===== config.mk =====
export PLATFORM = sky130hd
export DESIGN_NAME = pio_regs
export DESIGN_NICKNAME = d
export VERILOG_FILES = /design/src/design/pio_regs_pkg.sv /design/src/design/pio_regs.sv
export SDC_FILE = /design/constraint.sdc
export NUM_CORES = 1
export LEC_CHECK = 0
export ABC_CLOCK_PERIOD_IN_PS = 5600
export BUFFER_PORTS_ARGS = -buffer_cell sky130_fd_sc_hd__buf_2
export CAP_MARGIN = 20
export CORE_ASPECT_RATIO = 0.7
export CORE_MARGIN = 2
export CORE_UTILIZATION = 40
export CTS_CLUSTER_DIAMETER = 60
export DETAILED_ROUTE_END_ITERATION = 6
export PLACE_DENSITY_LB_ADDON = 0.15
export SLEW_MARGIN = 0
export SYNTH_ARGS = -nofsm -noshare
export SYNTH_HDL_FRONTEND = slang
export SYNTH_SLANG_ARGS = --single-unit

===== constraint.sdc =====
create_clock -name sys_clk_i -period 5.6 [get_ports sys_clk_i]
set_input_delay 1.12 -clock sys_clk_i [delete_from_list [all_inputs] [get_ports sys_clk_i]]
set_output_delay 1.12 -clock sys_clk_i [all_outputs]
set_load 0.01 [all_outputs]

===== src/design/pio_regs_pkg.sv =====
// Package for the parallel I/O controller register block: offsets, reset values, field layout.
// Assumes a 32-bit APB slave with byte addresses; one register per aligned word.
package pio_regs_pkg;
   localparam logic [7:0] OFF_OWN_EN = 8'h00;
   localparam logic [7:0] OFF_OWN_DIS = 8'h04;
   localparam logic [7:0] OFF_OWN_ST = 8'h08;
   localparam logic [7:0] OFF_DRV_EN = 8'h10;
   localparam logic [7:0] OFF_DRV_DIS = 8'h14;
   localparam logic [7:0] OFF_DRV_ST = 8'h18;
   localparam logic [7:0] OFF_FLT_EN = 8'h20;
   localparam logic [7:0] OFF_FLT_DIS = 8'h24;
   localparam logic [7:0] OFF_FLT_ST = 8'h28;
   localparam logic [7:0] OFF_OUT_SET = 8'h30;
   localparam logic [7:0] OFF_OUT_CLR = 8'h34;
   localparam logic [7:0] OFF_OUT_ST = 8'h38;
   localparam logic [7:0] OFF_PIN = 8'h3c;
   localparam logic [7:0] OFF_IRQ_EN = 8'h40;
   localparam logic [7:0] OFF_IRQ_DIS = 8'h44;
   localparam logic [7:0] OFF_IRQ_MASK = 8'h48;
   localparam logic [7:0] OFF_IRQ_FLAGS = 8'h4c;
   localparam logic [7:0] OFF_OD_EN = 8'h50;
   localparam logic [7:0] OFF_OD_DIS = 8'h54;
   localparam logic [7:0] OFF_OD_ST = 8'h58;
   localparam logic [7:0] OFF_PU_DIS = 8'h60;
   localparam logic [7:0] OFF_PU_EN = 8'h64;
   localparam logic [7:0] OFF_PU_ST = 8'h68;
   localparam logic [7:0] OFF_SEL_FIRST = 8'h70;
   localparam logic [7:0] OFF_SEL_SECOND = 8'h74;
   localparam logic [7:0] OFF_SEL_ST = 8'h78;
   localparam logic [7:0] OFF_DW_EN = 8'ha0;
   localparam logic [7:0] OFF_DW_DIS = 8'ha4;
   localparam logic [7:0] OFF_DW_ST = 8'ha8;
   localparam logic [7:0] OFF_DELAY0 = 8'hc0;
   localparam logic [7:0] OFF_DELAY3 = 8'hcc;
   localparam logic [7:0] OFF_PROT_MODE = 8'he4;
   localparam logic [7:0] OFF_PROT_ST = 8'he8;

   localparam logic [31:0] RST_ZERO = 32'h0000_0000;
   localparam logic [3:0] DELAY_NONE = 4'h0;
   localparam logic [3:0] DELAY_MAX = 4'hf;
   localparam int DELAY_FIELD_W = 4;
   localparam int DELAY_MAX_PS = 4000;
   localparam int DELAY_STEPS = 16;
   localparam int DELAY_STEP_PS = DELAY_MAX_PS / DELAY_STEPS;

   // Protection mode: enable at bit 0
   localparam int PROT_EN_BIT = 0;
   // Protection status: violation flag at bit 0, source offset at bits 15:8
   localparam int PROT_FLAG_BIT = 0;
   localparam int PROT_SRC_LSB = 8;

   typedef struct packed {
      logic psel;
      logic penable;
      logic pwrite;
      logic [7:0] paddr;
      logic [31:0] pwdata;
   } apb_req_t;

   typedef struct packed {
      logic pready;
      logic pslverr;
      logic [31:0] prdata;
   } apb_rsp_t;
endpackage : pio_regs_pkg


===== src/design/pio_regs.sv =====
// Register block of a 32-line parallel I/O controller with write protection and pad delays.
// Assumes an APB master on sys_clk_i; pin levels and change events arrive synchronous to it.
//
// Contract
// RQ1 - Protection enable set rejects writes to all listed configuration registers
// RQ2 - A rejected write sets violation flag and records the targeted register
// RQ3 - Reading protection status clears the violation flag
// RQ4 - Sixteen write-only set/clear registers form the protected set
// RQ5 - Each delay-capable pad gets its own programmable output delay
// RQ6 - Delay fields are 4 bits; 0 adds nothing, 0xF gives about 4 ns
// RQ7 - Smallest nonzero delay step is one sixteenth of the maximum
// RQ8 - Only listed A and C pads carry delay fields
// RQ9 - All registers 32 bits; bit n maps to line n
// RQ10 - Unimplemented line bits ignore writes and read zero
// RQ11 - Lines without a peripheral stay owned by the controller, status reads 1
// RQ12 - Output level status is written directly only on mask-enabled bits
// RQ13 - Pin level register holds sampled levels; frozen while clock gated
// RQ14 - Change flags reset to zero; first read may show changes
// RQ15 - First select write clears selection bit, second select write sets it
// RQ16 - Pull-up enable/disable set and clear status, reset zero
// RQ17 - Enable writes set status, disable writes clear it, zeros ignored
// RQ18 - Reading change flags clears all pending flags at once
// RQ19 - Ownership bit 1 means controller drives the line, 0 peripheral
// RQ20 - Rejected writes change nothing; source field holds targeted offset
// RQ21 - Reserved offsets ignore writes and read zero
`timescale 1ns/10ps
module pio_regs #(
   parameter logic [31:0] LINE_MASK = 32'hffff_ffff,
   parameter logic [31:0] PERIPH_MASK = 32'hffff_ffff,
   parameter logic [31:0] DELAY_MASK = 32'h7f80_03fc
) (
   input wire logic sys_clk_i,
   input wire logic reset_i,
   input wire logic psel_i,
   input wire logic penable_i,
   input wire logic pwrite_i,
   input wire logic [7:0] paddr_i,
   input wire logic [31:0] pwdata_i,
   output logic [31:0] prdata_o,
   output logic pready_o,
   output logic pslverr_o,
   input wire logic [31:0] pin_level_i,
   input wire logic pclk_on_i,
   input wire logic [31:0] change_i,
   output logic [31:0] owned_o,
   output logic [31:0] drive_o,
   output logic [31:0] filter_o,
   output logic [31:0] level_o,
   output logic [31:0] irq_mask_o,
   output logic [31:0] open_drain_o,
   output logic [31:0] pullup_o,
   output logic [31:0] periph_sel_o,
   output logic [127:0] pad_delay_o
);
   // Refuse delay fields on lines that do not exist
   if ((DELAY_MASK & ~LINE_MASK) != 32'h0000_0000) begin : g_bad_mask
      $error("Delay pads must be implemented lines");
   end

   pio_regs_pkg::apb_req_t req;
   assign req = '{psel_i, penable_i, pwrite_i, paddr_i, pwdata_i};

   logic wr;
   logic rd;
   logic prot_en_ff;
   logic prot_hit;
   logic wr_ok;
   logic [31:0] wd;
   assign wr = req.psel & req.penable & req.pwrite;
   assign rd = req.psel & req.penable & ~req.pwrite;
   assign wd = req.pwdata & LINE_MASK; // RQ10

   // Membership in the protected set of sixteen set/clear registers
   function automatic logic is_protected(input logic [7:0] a);
      unique case (a)
         pio_regs_pkg::OFF_OWN_EN, pio_regs_pkg::OFF_OWN_DIS,
         pio_regs_pkg::OFF_DRV_EN, pio_regs_pkg::OFF_DRV_DIS,
         pio_regs_pkg::OFF_FLT_EN, pio_regs_pkg::OFF_FLT_DIS,
         pio_regs_pkg::OFF_OUT_SET, pio_regs_pkg::OFF_OUT_CLR,
         pio_regs_pkg::OFF_OD_EN, pio_regs_pkg::OFF_OD_DIS,
         pio_regs_pkg::OFF_PU_DIS, pio_regs_pkg::OFF_PU_EN,
         pio_regs_pkg::OFF_SEL_FIRST, pio_regs_pkg::OFF_SEL_SECOND,
         pio_regs_pkg::OFF_DW_EN, pio_regs_pkg::OFF_DW_DIS: is_protected = 1'b1; // RQ4
         default: is_protected = 1'b0;
      endcase
   endfunction : is_protected

   function automatic logic [31:0] set_clr(input logic [31:0] cur, input logic [31:0] s,
                                           input logic [31:0] c);
      set_clr = (cur | s) & ~c;
   endfunction : set_clr

   assign prot_hit = wr & prot_en_ff & is_protected(req.paddr); // RQ1
   assign wr_ok = wr & ~prot_hit; // RQ20

   // Write strobes per address
   function automatic logic [31:0] wsel(input logic ok, input logic [7:0] a,
                                        input logic [7:0] t, input logic [31:0] d);
      wsel = (ok && a == t) ? d : 32'h0000_0000;
   endfunction : wsel

   logic [31:0] own_ff;
   logic [31:0] drv_ff;
   logic [31:0] flt_ff;
   logic [31:0] lvl_ff;
   logic [31:0] imr_ff;
   logic [31:0] isr_ff;
   logic [31:0] od_ff;
   logic [31:0] pu_ff;
   logic [31:0] sel_ff;
   logic [31:0] dw_ff;
   logic [31:0] pin_ff;
   logic [31:0] dly_ff [4];
   logic viol_ff;
   logic [7:0] vsrc_ff;

   always_ff @(posedge sys_clk_i) begin
      if (reset_i) begin
         own_ff <= 32'hffff_ffff & LINE_MASK;
      end else begin
         // Lines with no peripheral stay owned by the controller
         own_ff <= (set_clr(own_ff, wsel(wr_ok, req.paddr, pio_regs_pkg::OFF_OWN_EN, wd),
                    wsel(wr_ok, req.paddr, pio_regs_pkg::OFF_OWN_DIS, wd))
                    | ~PERIPH_MASK) & LINE_MASK; // RQ11 RQ17 RQ19
      end
   end

   always_ff @(posedge sys_clk_i) begin
      if (reset_i) begin
         drv_ff <= pio_regs_pkg::RST_ZERO;
         flt_ff <= pio_regs_pkg::RST_ZERO;
         imr_ff <= pio_regs_pkg::RST_ZERO;
         od_ff <= pio_regs_pkg::RST_ZERO;
         pu_ff <= pio_regs_pkg::RST_ZERO;
         dw_ff <= pio_regs_pkg::RST_ZERO;
         sel_ff <= pio_regs_pkg::RST_ZERO;
      end else begin
         drv_ff <= set_clr(drv_ff, wsel(wr_ok, req.paddr, pio_regs_pkg::OFF_DRV_EN, wd),
                   wsel(wr_ok, req.paddr, pio_regs_pkg::OFF_DRV_DIS, wd)); // RQ17
         flt_ff <= set_clr(flt_ff, wsel(wr_ok, req.paddr, pio_regs_pkg::OFF_FLT_EN, wd),
                   wsel(wr_ok, req.paddr, pio_regs_pkg::OFF_FLT_DIS, wd)); // RQ17
         imr_ff <= set_clr(imr_ff, wsel(wr_ok, req.paddr, pio_regs_pkg::OFF_IRQ_EN, wd),
                   wsel(wr_ok, req.paddr, pio_regs_pkg::OFF_IRQ_DIS, wd)); // RQ17
         od_ff <= set_clr(od_ff, wsel(wr_ok, req.paddr, pio_regs_pkg::OFF_OD_EN, wd),
                  wsel(wr_ok, req.paddr, pio_regs_pkg::OFF_OD_DIS, wd)); // RQ17
         pu_ff <= set_clr(pu_ff, wsel(wr_ok, req.paddr, pio_regs_pkg::OFF_PU_EN, wd),
                  wsel(wr_ok, req.paddr, pio_regs_pkg::OFF_PU_DIS, wd)); // RQ16
         dw_ff <= set_clr(dw_ff, wsel(wr_ok, req.paddr, pio_regs_pkg::OFF_DW_EN, wd),
                  wsel(wr_ok, req.paddr, pio_regs_pkg::OFF_DW_DIS, wd)); // RQ17
         sel_ff <= set_clr(sel_ff, wsel(wr_ok, req.paddr, pio_regs_pkg::OFF_SEL_SECOND, wd),
                   wsel(wr_ok, req.paddr, pio_regs_pkg::OFF_SEL_FIRST, wd)); // RQ15
      end
   end

   // Output level: set/clear pair plus masked direct write
   logic [31:0] dir_wr;
   assign dir_wr = wsel(wr_ok, req.paddr, pio_regs_pkg::OFF_OUT_ST, 32'hffff_ffff) & dw_ff;
   always_ff @(posedge sys_clk_i) begin
      if (reset_i) begin
         lvl_ff <= pio_regs_pkg::RST_ZERO;
      end else begin
         lvl_ff <= (set_clr(lvl_ff, wsel(wr_ok, req.paddr, pio_regs_pkg::OFF_OUT_SET, wd),
                    wsel(wr_ok, req.paddr, pio_regs_pkg::OFF_OUT_CLR, wd))
                    & ~dir_wr) | (wd & dir_wr); // RQ12
      end
   end

   // Pin sampling frozen while the controller clock is gated off
   always_ff @(posedge sys_clk_i) begin
      if (reset_i) begin
         pin_ff <= pio_regs_pkg::RST_ZERO;
      end else if (pclk_on_i) begin
         pin_ff <= pin_level_i & LINE_MASK; // RQ13
      end
   end

   // Change flags: new events win over the read clear
   logic isr_rd;
   assign isr_rd = rd && req.paddr == pio_regs_pkg::OFF_IRQ_FLAGS;
   always_ff @(posedge sys_clk_i) begin
      if (reset_i) begin
         isr_ff <= pio_regs_pkg::RST_ZERO; // RQ14
      end else begin
         isr_ff <= ((isr_rd ? 32'h0000_0000 : isr_ff) | change_i) & LINE_MASK; // RQ18
      end
   end

   // Pad delays: eight fields of four bits per register, only capable pads kept
   genvar g;
   generate
      for (g = 0; g < 4; g++) begin : g_dly
         logic [31:0] fmask;
         for (genvar f = 0; f < 8; f++) begin : g_f
            assign fmask[f*4 +: 4] = {4{DELAY_MASK[g*8+f]}}; // RQ8
         end
         always_ff @(posedge sys_clk_i) begin
            if (reset_i) begin
               dly_ff[g] <= pio_regs_pkg::RST_ZERO; // RQ6
            end else if (wr && req.paddr == pio_regs_pkg::OFF_DELAY0 + 8'(g * 4)) begin
               dly_ff[g] <= req.pwdata & fmask; // RQ5
            end
         end
         // Each code step is DELAY_STEP_PS; the pad applies code times that step
         assign pad_delay_o[g*32 +: 32] = dly_ff[g]; // RQ7
      end
   endgenerate

   // Protection mode and violation status
   logic prot_rd;
   assign prot_rd = rd && req.paddr == pio_regs_pkg::OFF_PROT_ST;
   always_ff @(posedge sys_clk_i) begin
      if (reset_i) begin
         prot_en_ff <= 1'b0;
      end else if (wr && req.paddr == pio_regs_pkg::OFF_PROT_MODE) begin
         prot_en_ff <= req.pwdata[pio_regs_pkg::PROT_EN_BIT];
      end
   end

   always_ff @(posedge sys_clk_i) begin
      if (reset_i) begin
         viol_ff <= 1'b0;
         vsrc_ff <= 8'h00;
      end else if (prot_hit) begin
         viol_ff <= 1'b1; // RQ2
         vsrc_ff <= req.paddr; // RQ20
      end else if (prot_rd) begin
         viol_ff <= 1'b0; // RQ3
      end
   end

   // Read mux; unmapped offsets read zero
   logic [31:0] nxt_rdata;
   always_comb begin
      nxt_rdata = 32'h0000_0000; // RQ21
      unique case (req.paddr)
         pio_regs_pkg::OFF_OWN_ST: nxt_rdata = own_ff;
         pio_regs_pkg::OFF_DRV_ST: nxt_rdata = drv_ff;
         pio_regs_pkg::OFF_FLT_ST: nxt_rdata = flt_ff;
         pio_regs_pkg::OFF_OUT_ST: nxt_rdata = lvl_ff;
         pio_regs_pkg::OFF_PIN: nxt_rdata = pin_ff;
         pio_regs_pkg::OFF_IRQ_MASK: nxt_rdata = imr_ff;
         pio_regs_pkg::OFF_IRQ_FLAGS: nxt_rdata = isr_ff;
         pio_regs_pkg::OFF_OD_ST: nxt_rdata = od_ff;
         pio_regs_pkg::OFF_PU_ST: nxt_rdata = pu_ff;
         pio_regs_pkg::OFF_SEL_ST: nxt_rdata = sel_ff;
         pio_regs_pkg::OFF_DW_ST: nxt_rdata = dw_ff;
         8'hc0: nxt_rdata = dly_ff[0];
         8'hc4: nxt_rdata = dly_ff[1];
         8'hc8: nxt_rdata = dly_ff[2];
         pio_regs_pkg::OFF_DELAY3: nxt_rdata = dly_ff[3];
         pio_regs_pkg::OFF_PROT_MODE: nxt_rdata = {31'h0, prot_en_ff};
         pio_regs_pkg::OFF_PROT_ST: nxt_rdata = {16'h0000, vsrc_ff, 7'h00, viol_ff};
         default: nxt_rdata = 32'h0000_0000;
      endcase
   end
   assign prdata_o = (req.psel & ~req.pwrite) ? nxt_rdata : 32'h0000_0000; // RQ9
   assign pready_o = 1'b1;
   assign pslverr_o = 1'b0;

   assign owned_o = own_ff;
   assign drive_o = drv_ff;
   assign filter_o = flt_ff;
   assign level_o = lvl_ff;
   assign irq_mask_o = imr_ff;
   assign open_drain_o = od_ff;
   assign pullup_o = pu_ff;
   assign periph_sel_o = sel_ff;

   // Checks
   a_prot_blocks: assert property (@(posedge sys_clk_i) disable iff (reset_i) // RQ1
      prot_en_ff && wr && req.paddr == pio_regs_pkg::OFF_DRV_EN |=> $stable(drv_ff))
      else $error("protected write changed drive state");
   a_prot_flag: assert property (@(posedge sys_clk_i) disable iff (reset_i) // RQ2
      prot_hit |=> viol_ff && vsrc_ff == $past(req.paddr))
      else $error("violation not recorded");
   a_prot_clear: assert property (@(posedge sys_clk_i) disable iff (reset_i) // RQ3
      prot_rd && !prot_hit |=> !viol_ff)
      else $error("violation flag not cleared by read");
   a_reject_stable: assert property (@(posedge sys_clk_i) disable iff (reset_i) // RQ1 RQ20
      prot_hit |=> $stable(own_ff) && $stable(drv_ff) && $stable(flt_ff) && $stable(lvl_ff)
      && $stable(od_ff) && $stable(pu_ff) && $stable(sel_ff) && $stable(dw_ff))
      else $error("rejected write changed state");

   // Set/clear pairs and masked direct write
   a_set_enable: assert property (@(posedge sys_clk_i) disable iff (reset_i) // RQ17
      wr_ok && req.paddr == pio_regs_pkg::OFF_OD_EN |=> (od_ff & $past(wd)) == $past(wd))
      else $error("enable write did not set status");
   a_od_disable: assert property (@(posedge sys_clk_i) disable iff (reset_i) // RQ17
      wr_ok && req.paddr == pio_regs_pkg::OFF_OD_DIS |=>
      (od_ff & $past(wd)) == 32'h0)
      else $error("disable write did not clear open drain");
   a_drv_disable: assert property (@(posedge sys_clk_i) disable iff (reset_i) // RQ17
      wr_ok && req.paddr == pio_regs_pkg::OFF_DRV_DIS |=>
      (drv_ff & $past(wd)) == 32'h0)
      else $error("disable write did not clear drive");
   a_flt_disable: assert property (@(posedge sys_clk_i) disable iff (reset_i) // RQ17
      wr_ok && req.paddr == pio_regs_pkg::OFF_FLT_DIS |=>
      (flt_ff & $past(wd)) == 32'h0)
      else $error("disable write did not clear filter");
   a_irq_disable: assert property (@(posedge sys_clk_i) disable iff (reset_i) // RQ17
      wr_ok && req.paddr == pio_regs_pkg::OFF_IRQ_DIS |=>
      (imr_ff & $past(wd)) == 32'h0)
      else $error("disable write did not clear mask");
   a_dw_disable: assert property (@(posedge sys_clk_i) disable iff (reset_i) // RQ17
      wr_ok && req.paddr == pio_regs_pkg::OFF_DW_DIS |=>
      (dw_ff & $past(wd)) == 32'h0)
      else $error("disable write did not clear write mask");
   a_out_clear: assert property (@(posedge sys_clk_i) disable iff (reset_i) // RQ17
      wr_ok && req.paddr == pio_regs_pkg::OFF_OUT_CLR |=>
      (lvl_ff & $past(wd)) == 32'h0)
      else $error("clear write did not clear level");
   a_pu_disable: assert property (@(posedge sys_clk_i) disable iff (reset_i) // RQ16
      wr_ok && req.paddr == pio_regs_pkg::OFF_PU_DIS |=>
      (pu_ff & $past(wd)) == 32'h0)
      else $error("disable write did not clear pull-up");
   a_sel_first: assert property (@(posedge sys_clk_i) disable iff (reset_i) // RQ15
      wr_ok && req.paddr == pio_regs_pkg::OFF_SEL_FIRST |=>
      (sel_ff & $past(wd)) == 32'h0)
      else $error("first select did not clear status");
   a_sel_second: assert property (@(posedge sys_clk_i) disable iff (reset_i) // RQ15
      wr_ok && req.paddr == pio_regs_pkg::OFF_SEL_SECOND |=>
      (sel_ff & $past(wd)) == $past(wd))
      else $error("second select did not set status");
   a_own_release: assert property (@(posedge sys_clk_i) disable iff (reset_i) // RQ19
      wr_ok && req.paddr == pio_regs_pkg::OFF_OWN_DIS |=>
      (own_ff & $past(wd) & PERIPH_MASK) == 32'h0)
      else $error("ownership not handed to peripheral");
   a_direct_mask: assert property (@(posedge sys_clk_i) disable iff (reset_i) // RQ12
      wr_ok && req.paddr == pio_regs_pkg::OFF_OUT_ST |=>
      ((lvl_ff ^ $past(lvl_ff)) & ~$past(dw_ff)) == 32'h0000_0000)
      else $error("direct write touched masked bit");

   // Inputs, reset values and read side
   a_isr_clear: assert property (@(posedge sys_clk_i) disable iff (reset_i) // RQ18
      isr_rd |=> isr_ff == ($past(change_i) & LINE_MASK))
      else $error("change flags not cleared on read");
   a_pin_hold: assert property (@(posedge sys_clk_i) disable iff (reset_i) // RQ13
      !pclk_on_i [*2] |-> $stable(pin_ff))
      else $error("pin level moved with clock off");
   a_pin_follow: assert property (@(posedge sys_clk_i) disable iff (reset_i) // RQ13
      pclk_on_i |=> pin_ff == ($past(pin_level_i) & LINE_MASK))
      else $error("pin level not sampled");
   a_own_fixed: assert property (@(posedge sys_clk_i) disable iff (reset_i) // RQ11
      ((~own_ff) & ~PERIPH_MASK & LINE_MASK) == 32'h0000_0000)
      else $error("line without peripheral lost ownership");
   a_unused_zero: assert property (@(posedge sys_clk_i) disable iff (reset_i) // RQ10
      ((own_ff | drv_ff | flt_ff | lvl_ff | imr_ff | isr_ff | od_ff | pu_ff | sel_ff | dw_ff
      | pin_ff) & ~LINE_MASK) == 32'h0)
      else $error("unimplemented line bit set");
   a_reset_zero: assert property (@(posedge sys_clk_i) // RQ14 RQ16 RQ6
      reset_i |=> isr_ff == 32'h0 && pu_ff == 32'h0 && dly_ff[0] == 32'h0
      && dly_ff[3] == 32'h0 && own_ff == LINE_MASK)
      else $error("register not at reset value");
   a_reserved_read: assert property (@(posedge sys_clk_i) disable iff (reset_i) // RQ21
      rd && req.paddr > pio_regs_pkg::OFF_SEL_ST && req.paddr < pio_regs_pkg::OFF_DW_EN |->
      prdata_o == 32'h0)
      else $error("reserved offset read nonzero");
   a_delay_write: assert property (@(posedge sys_clk_i) disable iff (reset_i) // RQ5 RQ8
      wr && req.paddr == pio_regs_pkg::OFF_DELAY0 |=>
      dly_ff[0] == ($past(req.pwdata) & g_dly[0].fmask))
      else $error("delay write not applied");
   a_delay_pads: assert property (@(posedge sys_clk_i) disable iff (reset_i) // RQ8
      ##1 (dly_ff[0][3:0] == pio_regs_pkg::DELAY_NONE || DELAY_MASK[0]))
      else $error("delay on incapable pad");

   c_violation: cover property (@(posedge sys_clk_i) disable iff (reset_i) prot_hit);
   c_direct: cover property (@(posedge sys_clk_i) disable iff (reset_i)
      wr_ok && req.paddr == pio_regs_pkg::OFF_OUT_ST && dw_ff != 32'h0000_0000);
   c_isr_read: cover property (@(posedge sys_clk_i) disable iff (reset_i)
      isr_rd && isr_ff != 32'h0000_0000);
   c_delay_max: cover property (@(posedge sys_clk_i) disable iff (reset_i)
      dly_ff[3][27:24] == pio_regs_pkg::DELAY_MAX);
   c_own_release: cover property (@(posedge sys_clk_i) disable iff (reset_i)
      wr_ok && req.paddr == pio_regs_pkg::OFF_OWN_DIS);
endmodule : pio_regs


==> key figures, run 1 <==
Timing
  – Fin Setup TNS: 0 ns
  – Unrepaired setup endpoints after global routing: false
  – Worst hold slack: 0.4740 ns
  – Crit path time final: 5.046 ns
  – Pins over their slew limit: 0
  – Fin. Hold Viols: 0
  – Fin crit share: 90.10%
  – Final setup violation count: 0
  – Relative slew slack: 24.04%
  – Maximum clock rate: 198.2 MHz
  – Worst Skew: 0.02718 ns
  – Worst slew pin tran: 1.135 ns

Hold path
  – Hold Path Depth: 1
  – Hold Crit Class: reg2reg

Detailed routing
  – Drt first pass iters: 6
  – Avg Vias per Cell: 6.372
  – Via count: 20860
  – DR iter-0 viols: 2883
  – DRC errors left: 0
  – Post-route ant nets: 0
  – Final wirelength: 98320 um
  – Wire per inst: 30.04 um

Power and ir drop
  – Leak: 0.009097 uW
  – Peak supply drop: 215.3 uV
  – Power density cells: 273.4 mW/mm^2
  – Total power draw: 6641 uW

Critical path
  – Worst EP arrival: 3.93 ns
  – CP bufs+invs: 2
  – CP peak stage delay: 0.78 ns
  – Critical path type: in2out
  – Slowest stage cell on the critical path: buf_2
  – Worst Setup Start Kind: primary input
  – WP depth: 7
  – Cell chain of the critical path: buf_2 -> nor2b_1 -> a22oi_1 -> o221ai_1 -> o21ai_0 -> a21oi_1 -> buf_2
  – Reg2reg path depth: 6
  – Most used cell, CP: buf_2
  – Setup crit end kind: output pin
  – Crit-path leading delay family: buffers and inverters
  – Critical-path maximum fanout: 40
  – WP data required: 4.48 ns

Synth
  – Syn avg cell area: 9.090 um^2
  – Yosys reg bits: 426
  – Ys async rst share: 0%
  – Number of synthesized flops with an enable pin: 64
  – Synth warn: 0
  – Unique cell type count in the Yosys netlist: 71
  – Register area share after synthesis: 45.73%
  – Syn Inst Count: 2206
  – Post-Syn Area: 0.02005 mm^2
  – Main synth FF type: dfxtp_1

Clock tree
  – Clk_lat worst skew: 0.58 ns
  – Clock H-tree levels: 2
  – CTS Sinks: 426
  – Max Root-Sink Buffers: 3
  – Post-CTS Setup Inserts: 0
  – CTS tree: built
  – CTS Hold Bufs: 0
  – Root Buffer: clkbuf_16
  – CTS buffer count: 45
  – CTS resizes: 0
  – Clock transition at the registers of the reported paths: 0.06 ns

Outcome
  – Status: finished clean

GRT
  – Antenna violations before repair: 2
  – First-pass GRT wire length: 136700 um
  – Gr ovfl total: 0
  – Tot GR Track Use: 35.90%
  – Number of global-route vias before repair: 18840
  – Largest net degree at the start of global routing: 112

Layout
  – Post-route non-filler standard cell count: 3273
  – Most frequent cells in the layout: buf_2 (459), a21oi_1 (373), dfxtp_1 (362)
  – Ant. Diodes: 0
  – Area grow syn2layout: 21.17%
  – Final #Nets: 2686
  – Storage element area: 0.009169 mm^2
  – Most common cell after layout, fill and taps aside: buf_2
  – Fraction of layout cells with a size suffix above 1: 25.54%
  – Multi-input logic area: 0.009781 mm^2
  – Final Cell Area: 0.02430 mm^2
  – Fillers: 4765

Placed design
  – GPL Wtd Cong: 0.9645
  – Placed cells: 3193
  – IO buf count: 461
  – HPWL Detailed: 71180 um
  – DP Area: 0.02289 mm^2

Die
  – Die H: 191.3 um
  – Die Wd: 271.6 um
  – Die area: 0.05196 mm^2
  – Std-Cell Rows: 68
  – Area of the core: 0.04943 mm^2
  – Initial Utilization: 40.56%
  – Num ports: 528

Job
  – Max Cap Violations: 0
[Yosys cell counts (6+ instances only)]
master | instances | area share (%)
a21oi_1 | 373 | 9.3
dfxtp_1 | 362 | 36
a211oi_1 | 290 | 11
clkbuf_1 | 150 | 2.8
nor2_1 | 111 | 2.1
nand2_1 | 82 | 1.5
mux2i_1 | 77 | 3.8
a22oi_1 | 76 | 2.8
and2_1 | 70 | 2.2
buf_4 | 66 | 2.5
edfxtp_1 | 64 | 9.6
buf_2 | 56 | 1.4
o22ai_1 | 50 | 1.6
o21ai_0 | 37 | 0.92
and2_0 | 32 | 1.0
inv_1 | 32 | 0.60
nand3_1 | 24 | 0.60
a22o_1 | 19 | 0.83
a31oi_1 | 19 | 0.59
a222oi_1 | 18 | 0.90
buf_1 | 18 | 0.34
nor2b_1 | 14 | 0.44
nor3_1 | 14 | 0.35
a32oi_1 | 10 | 0.44
o31ai_1 | 10 | 0.37
a221oi_1 | 8 | 0.35
nand2b_1 | 8 | 0.25
nor3b_1 | 8 | 0.30
mux2_2 | 7 | 0.39
o221ai_1 | 7 | 0.31
a2bb2oi_1 | 6 | 0.26
and3_1 | 6 | 0.19
[stage by stage]
stage	util [%]	setup WS, ns
2_1_floorplan	-	1.657
3_3_place_gp	46.30	0.7482
3_5_place_dp	46.30	0.7426
4_1_cts	49.09	0.7388
5_1_grt	49.15	0.4695
6_report	49.15	0.5541
[state kept, by name, summed over array words and instances (netlist names)]
register	count
vsrc_ff	8
periph_sel_o	32
level_o	32
irq_mask_o	32
prot_en_ff	1
isr_ff	32
owned_o	32
open_drain_o	32
pullup_o	32
dly_ff	64
viol_ff	1
dw_ff	32
pin_ff	32
filter_o	32
drive_o	32
[power by group]
group          internal (uW)  total (uW)  switching, uW  leakage (uW)
registers               3160        3200           39.9       0.00354
clock network           1610        2900           1300      0.000675
logic                    151         542            391       0.00488
[final cells by class]
cell class	instances	area share, %
multi-input cells	1522	40.26
flip-flops and latches	426	37.74
repair buffers	549	12.40
clock buffers	68	5.361
well taps	665	3.425
inverters	32	0.4944
clock inverters	11	0.3244
[final timing paths]
check / endpoint / start / slack (ns)
setup / recovery: prdata_o[30] / paddr_i[4] / 0.55
setup reg to reg: level_o[7] / prot_en_ff / 2.73
hold / removal: vsrc_ff[3] / vsrc_ff[3] / 0.47
hold reg to reg: vsrc_ff[3] / vsrc_ff[3] / 0.47
[logic make-up (layout without fill, tap and decap cells)]
group	after synthesis	in the layout	synth area share (%)
compound gates	957	957	31.21
flops	426	426	45.73
simple gates	411	411	10.73
buf+inv	322	660	7.613
mux	88	88	4.686
other cells	2	66	0.03745
[layer usage]
metal | part of all wire (%) | GRT usage [%] | wire length, um
met5 | 0.031 | 0 | 30
met4 | 4.3 | 13.99 | 4196
met3 | 9.9 | 6.343 | 9756
met2 | 45 | 56.15 | 44220
met1 | 41 | 49.32 | 40110
Power figures use the tool's default switching activity.
==> inputs of run 2 (changes only) <==
--- a/config.mk
+++ b/config.mk
@@ -5,15 +5,16 @@
 export SDC_FILE = /design/constraint.sdc
 export NUM_CORES = 1
 export LEC_CHECK = 0
-export ABC_CLOCK_PERIOD_IN_PS = 5600
+export ABC_CLOCK_PERIOD_IN_PS = 5560
 export BUFFER_PORTS_ARGS = -buffer_cell sky130_fd_sc_hd__buf_2
 export CAP_MARGIN = 20
 export CORE_ASPECT_RATIO = 0.7
 export CORE_MARGIN = 2
-export CORE_UTILIZATION = 40
+export CORE_UTILIZATION = 50
 export CTS_CLUSTER_DIAMETER = 60
 export DETAILED_ROUTE_END_ITERATION = 6
 export PLACE_DENSITY_LB_ADDON = 0.15
+export SETUP_SLACK_MARGIN = 0.15
 export SLEW_MARGIN = 0
 export SYNTH_ARGS = -nofsm -noshare
 export SYNTH_HDL_FRONTEND = slang
==> constraint.sdc (replaced) <==
create_clock -name sys_clk_i -period 5.56 [get_ports sys_clk_i]
set_input_delay 1.112 -clock sys_clk_i [delete_from_list [all_inputs] [get_ports sys_clk_i]]
set_output_delay 1.112 -clock sys_clk_i [all_outputs]
set_load 0.01 [all_outputs]
==> key figures, run 2 (synthesized netlist as in run 1, its figures left out) <==
Outcome
  – Status: complete, but fails checks
  – Failing checks: DRC

GRT
  – First-pass GRT wire length: 131000 um
  – Largest net degree at the start of global routing: 236
  – Number of global-route vias before repair: 19070
  – Gr ovfl total: 0
  – Antenna violations before repair: 2
  – Tot GR Track Use: 42.20%

Critical path
  – Worst Setup Start Kind: primary input
  – CP bufs+invs: 3
  – Worst Setup SP: paddr_i[5]
  – End of the critical path: prdata_o[15]
  – Setup slack, reg-to-reg: 2.95 ns
  – CP peak stage delay: 0.82 ns
  – Critical path type: in2out
  – Most used cell, CP: buf_2
  – Setup crit end kind: output pin
  – Reg2reg path depth: 6
  – R2r endpoint: level_o[26]
  – Critical-path maximum fanout: 34
  – Cell chain of the critical path: buf_2 -> nor2b_1 -> buf_4 -> nand4_1 -> o221ai_1 -> o21ai_0 -> a31oi_1 -> buf_2
  – Worst EP arrival: 4.01 ns
  – Crit-path leading delay family: buffers and inverters
  – Slowest stage cell on the critical path: nor2b_1
  – WP data required: 4.45 ns
  – WP depth: 8
  – Reg2reg start: prot_en_ff

Hold path
  – Hold Crit Class: reg2reg

Placed design
  – HPWL Detailed: 66350 um
  – GPL Wtd Cong: 1.039
  – IO buf count: 461

Power and ir drop
  – Power density cells: 280.7 mW/mm^2
  – Leak: 0.009133 uW
  – Peak supply drop: 204.4 uV

Clock tree
  – Root Buffer: clkbuf_16
  – CTS resizes: 0
  – CTS Sinks: 426
  – Clock H-tree levels: 2
  – Clk_lat worst skew: 0.57 ns
  – CTS Hold Bufs: 0
  – Clock transition at the registers of the reported paths: 0.07 ns
  – CTS tree: built
  – Post-CTS Setup Inserts: 0
  – Max Root-Sink Buffers: 3
  – CTS buffer count: 43

Detailed routing
  – Post-route ant nets: 0
  – Final wirelength: 93100 um
  – Avg Vias per Cell: 6.746
  – Via count: 21200
  – Drt first pass iters: 7
  – Wire per inst: 29.63 um
  – DR iter-0 viols: 3556
  – DRC errors left: 11

Die
  – Die H: 171.6 um
  – Std-Cell Rows: 61
  – Num ports: 528
  – Area of the core: 0.03961 mm^2
  – Die area: 0.04175 mm^2
  – Initial Utilization: 50.62%
  – Die Wd: 243.4 um

Timing
  – Pins over their slew limit: 0
  – Fin crit share: 92.08%
  – Worst Skew: 0.02027 ns
  – Fin. Hold Viols: 0
  – Relative slew slack: 22.25%
  – Crit path time final: 5.120 ns
  – Worst hold slack: 0.4782 ns
  – Fin Setup TNS: 0 ns
  – Worst slew pin tran: 1.166 ns
  – Maximum clock rate: 195.3 MHz
  – Final setup violation count: 0
  – Unrepaired setup endpoints after global routing: false

Layout
  – Area grow syn2layout: 20.70%
  – Final #Nets: 2684
  – Fraction of layout cells with a size suffix above 1: 25.55%
  – Most frequent cells in the layout: buf_2 (460), a21oi_1 (373), dfxtp_1 (362)
  – Reg with most FFs: dly_ff
  – Number of flip-flops in the largest register: 64
  – Most common cell after layout, fill and taps aside: buf_2
  – Util after Layout: 61.10%
  – Ant. Diodes: 0
  – Fillers: 3524

Job
  – Max Cap Violations: 0
run 2: cell count changes in the layout (fill, tap and decap cells not counted), moves of 2 or more:
cell,change
buf_4,-4
bufinv_16,+4
clkbuf_8,-4
clkinv_2,+4
buf_12,+3
clkbuf_1,+2
clkinv_1,-2
inv_6,-2
run 2: through the flow:
step                      power [uW]  instance area (um^2)  setup WS (ns)  std cells
after global placement          3794                 22760         0.6353       3062
after global routing            6942                 24200         0.4434       3142
final                           6793                 24200         0.4403       3142
after floorplan                 3594                 20290          1.633       2270
after CTS                       6750                 24180         0.6202       3140
after detailed placement        3802                 22760         0.6394       3062
run 2: how the worst min path moves through the flow:
stage	start	cells past startpoint	end
after floorplan	isr_ff[3]	2	isr_ff[3]
after global placement	isr_ff[3]	2	isr_ff[3]
after detailed placement	vsrc_ff[3]	1	vsrc_ff[3]
after CTS	vsrc_ff[0]	1	vsrc_ff[0]
after global routing	vsrc_ff[0]	1	vsrc_ff[0]
final	vsrc_ff[3]	1	vsrc_ff[3]
run 2: layout make-up:
cell class / instances / area (um^2) / area share, %
multi-input combinational: 1522 / 9782 / 40.42
clock inverter: 12 / 171.4 / 0.7083
clock buffer: 66 / 1255 / 5.185
sequential: 426 / 9169 / 37.88
inverter: 32 / 120.1 / 0.4963
tap: 535 / 669.4 / 2.766
timing repair buffer: 549 / 3035 / 12.54
run 2: where the power goes:
part	internal [uW]	leakage [uW]	switching, uW	total [uW]
Clock	1750	0.000700	1290	3030
Sequential	3180	0.00354	39.7	3220
Combinational	154	0.00489	390	544
Total	5080	0.00913	1720	6790
run 2: routing by layer:
metal  wire length (um)  part of all wire (%)  global-route usage [%]  vias to the layer above
met1              35650                    38                   57.59                    10230
met2              40770                    44                   64.56                     1656
met4               4640                   5.0                   17.95                        6
met5                 46                 0.049                       0                        -
li1                   -                     -                       -                     8979
met3              11990                    13                   9.440                      327
run 2: worst reg2reg max path, cell delays in order, from the launching register on:
cell       delay (ns)
dfxtp_1          0.38
nor4b_1          0.60
a2111oi_2        0.26
nor2_4           0.73
buf_12           0.29
a21oi_1          0.11
o22ai_1          0.17
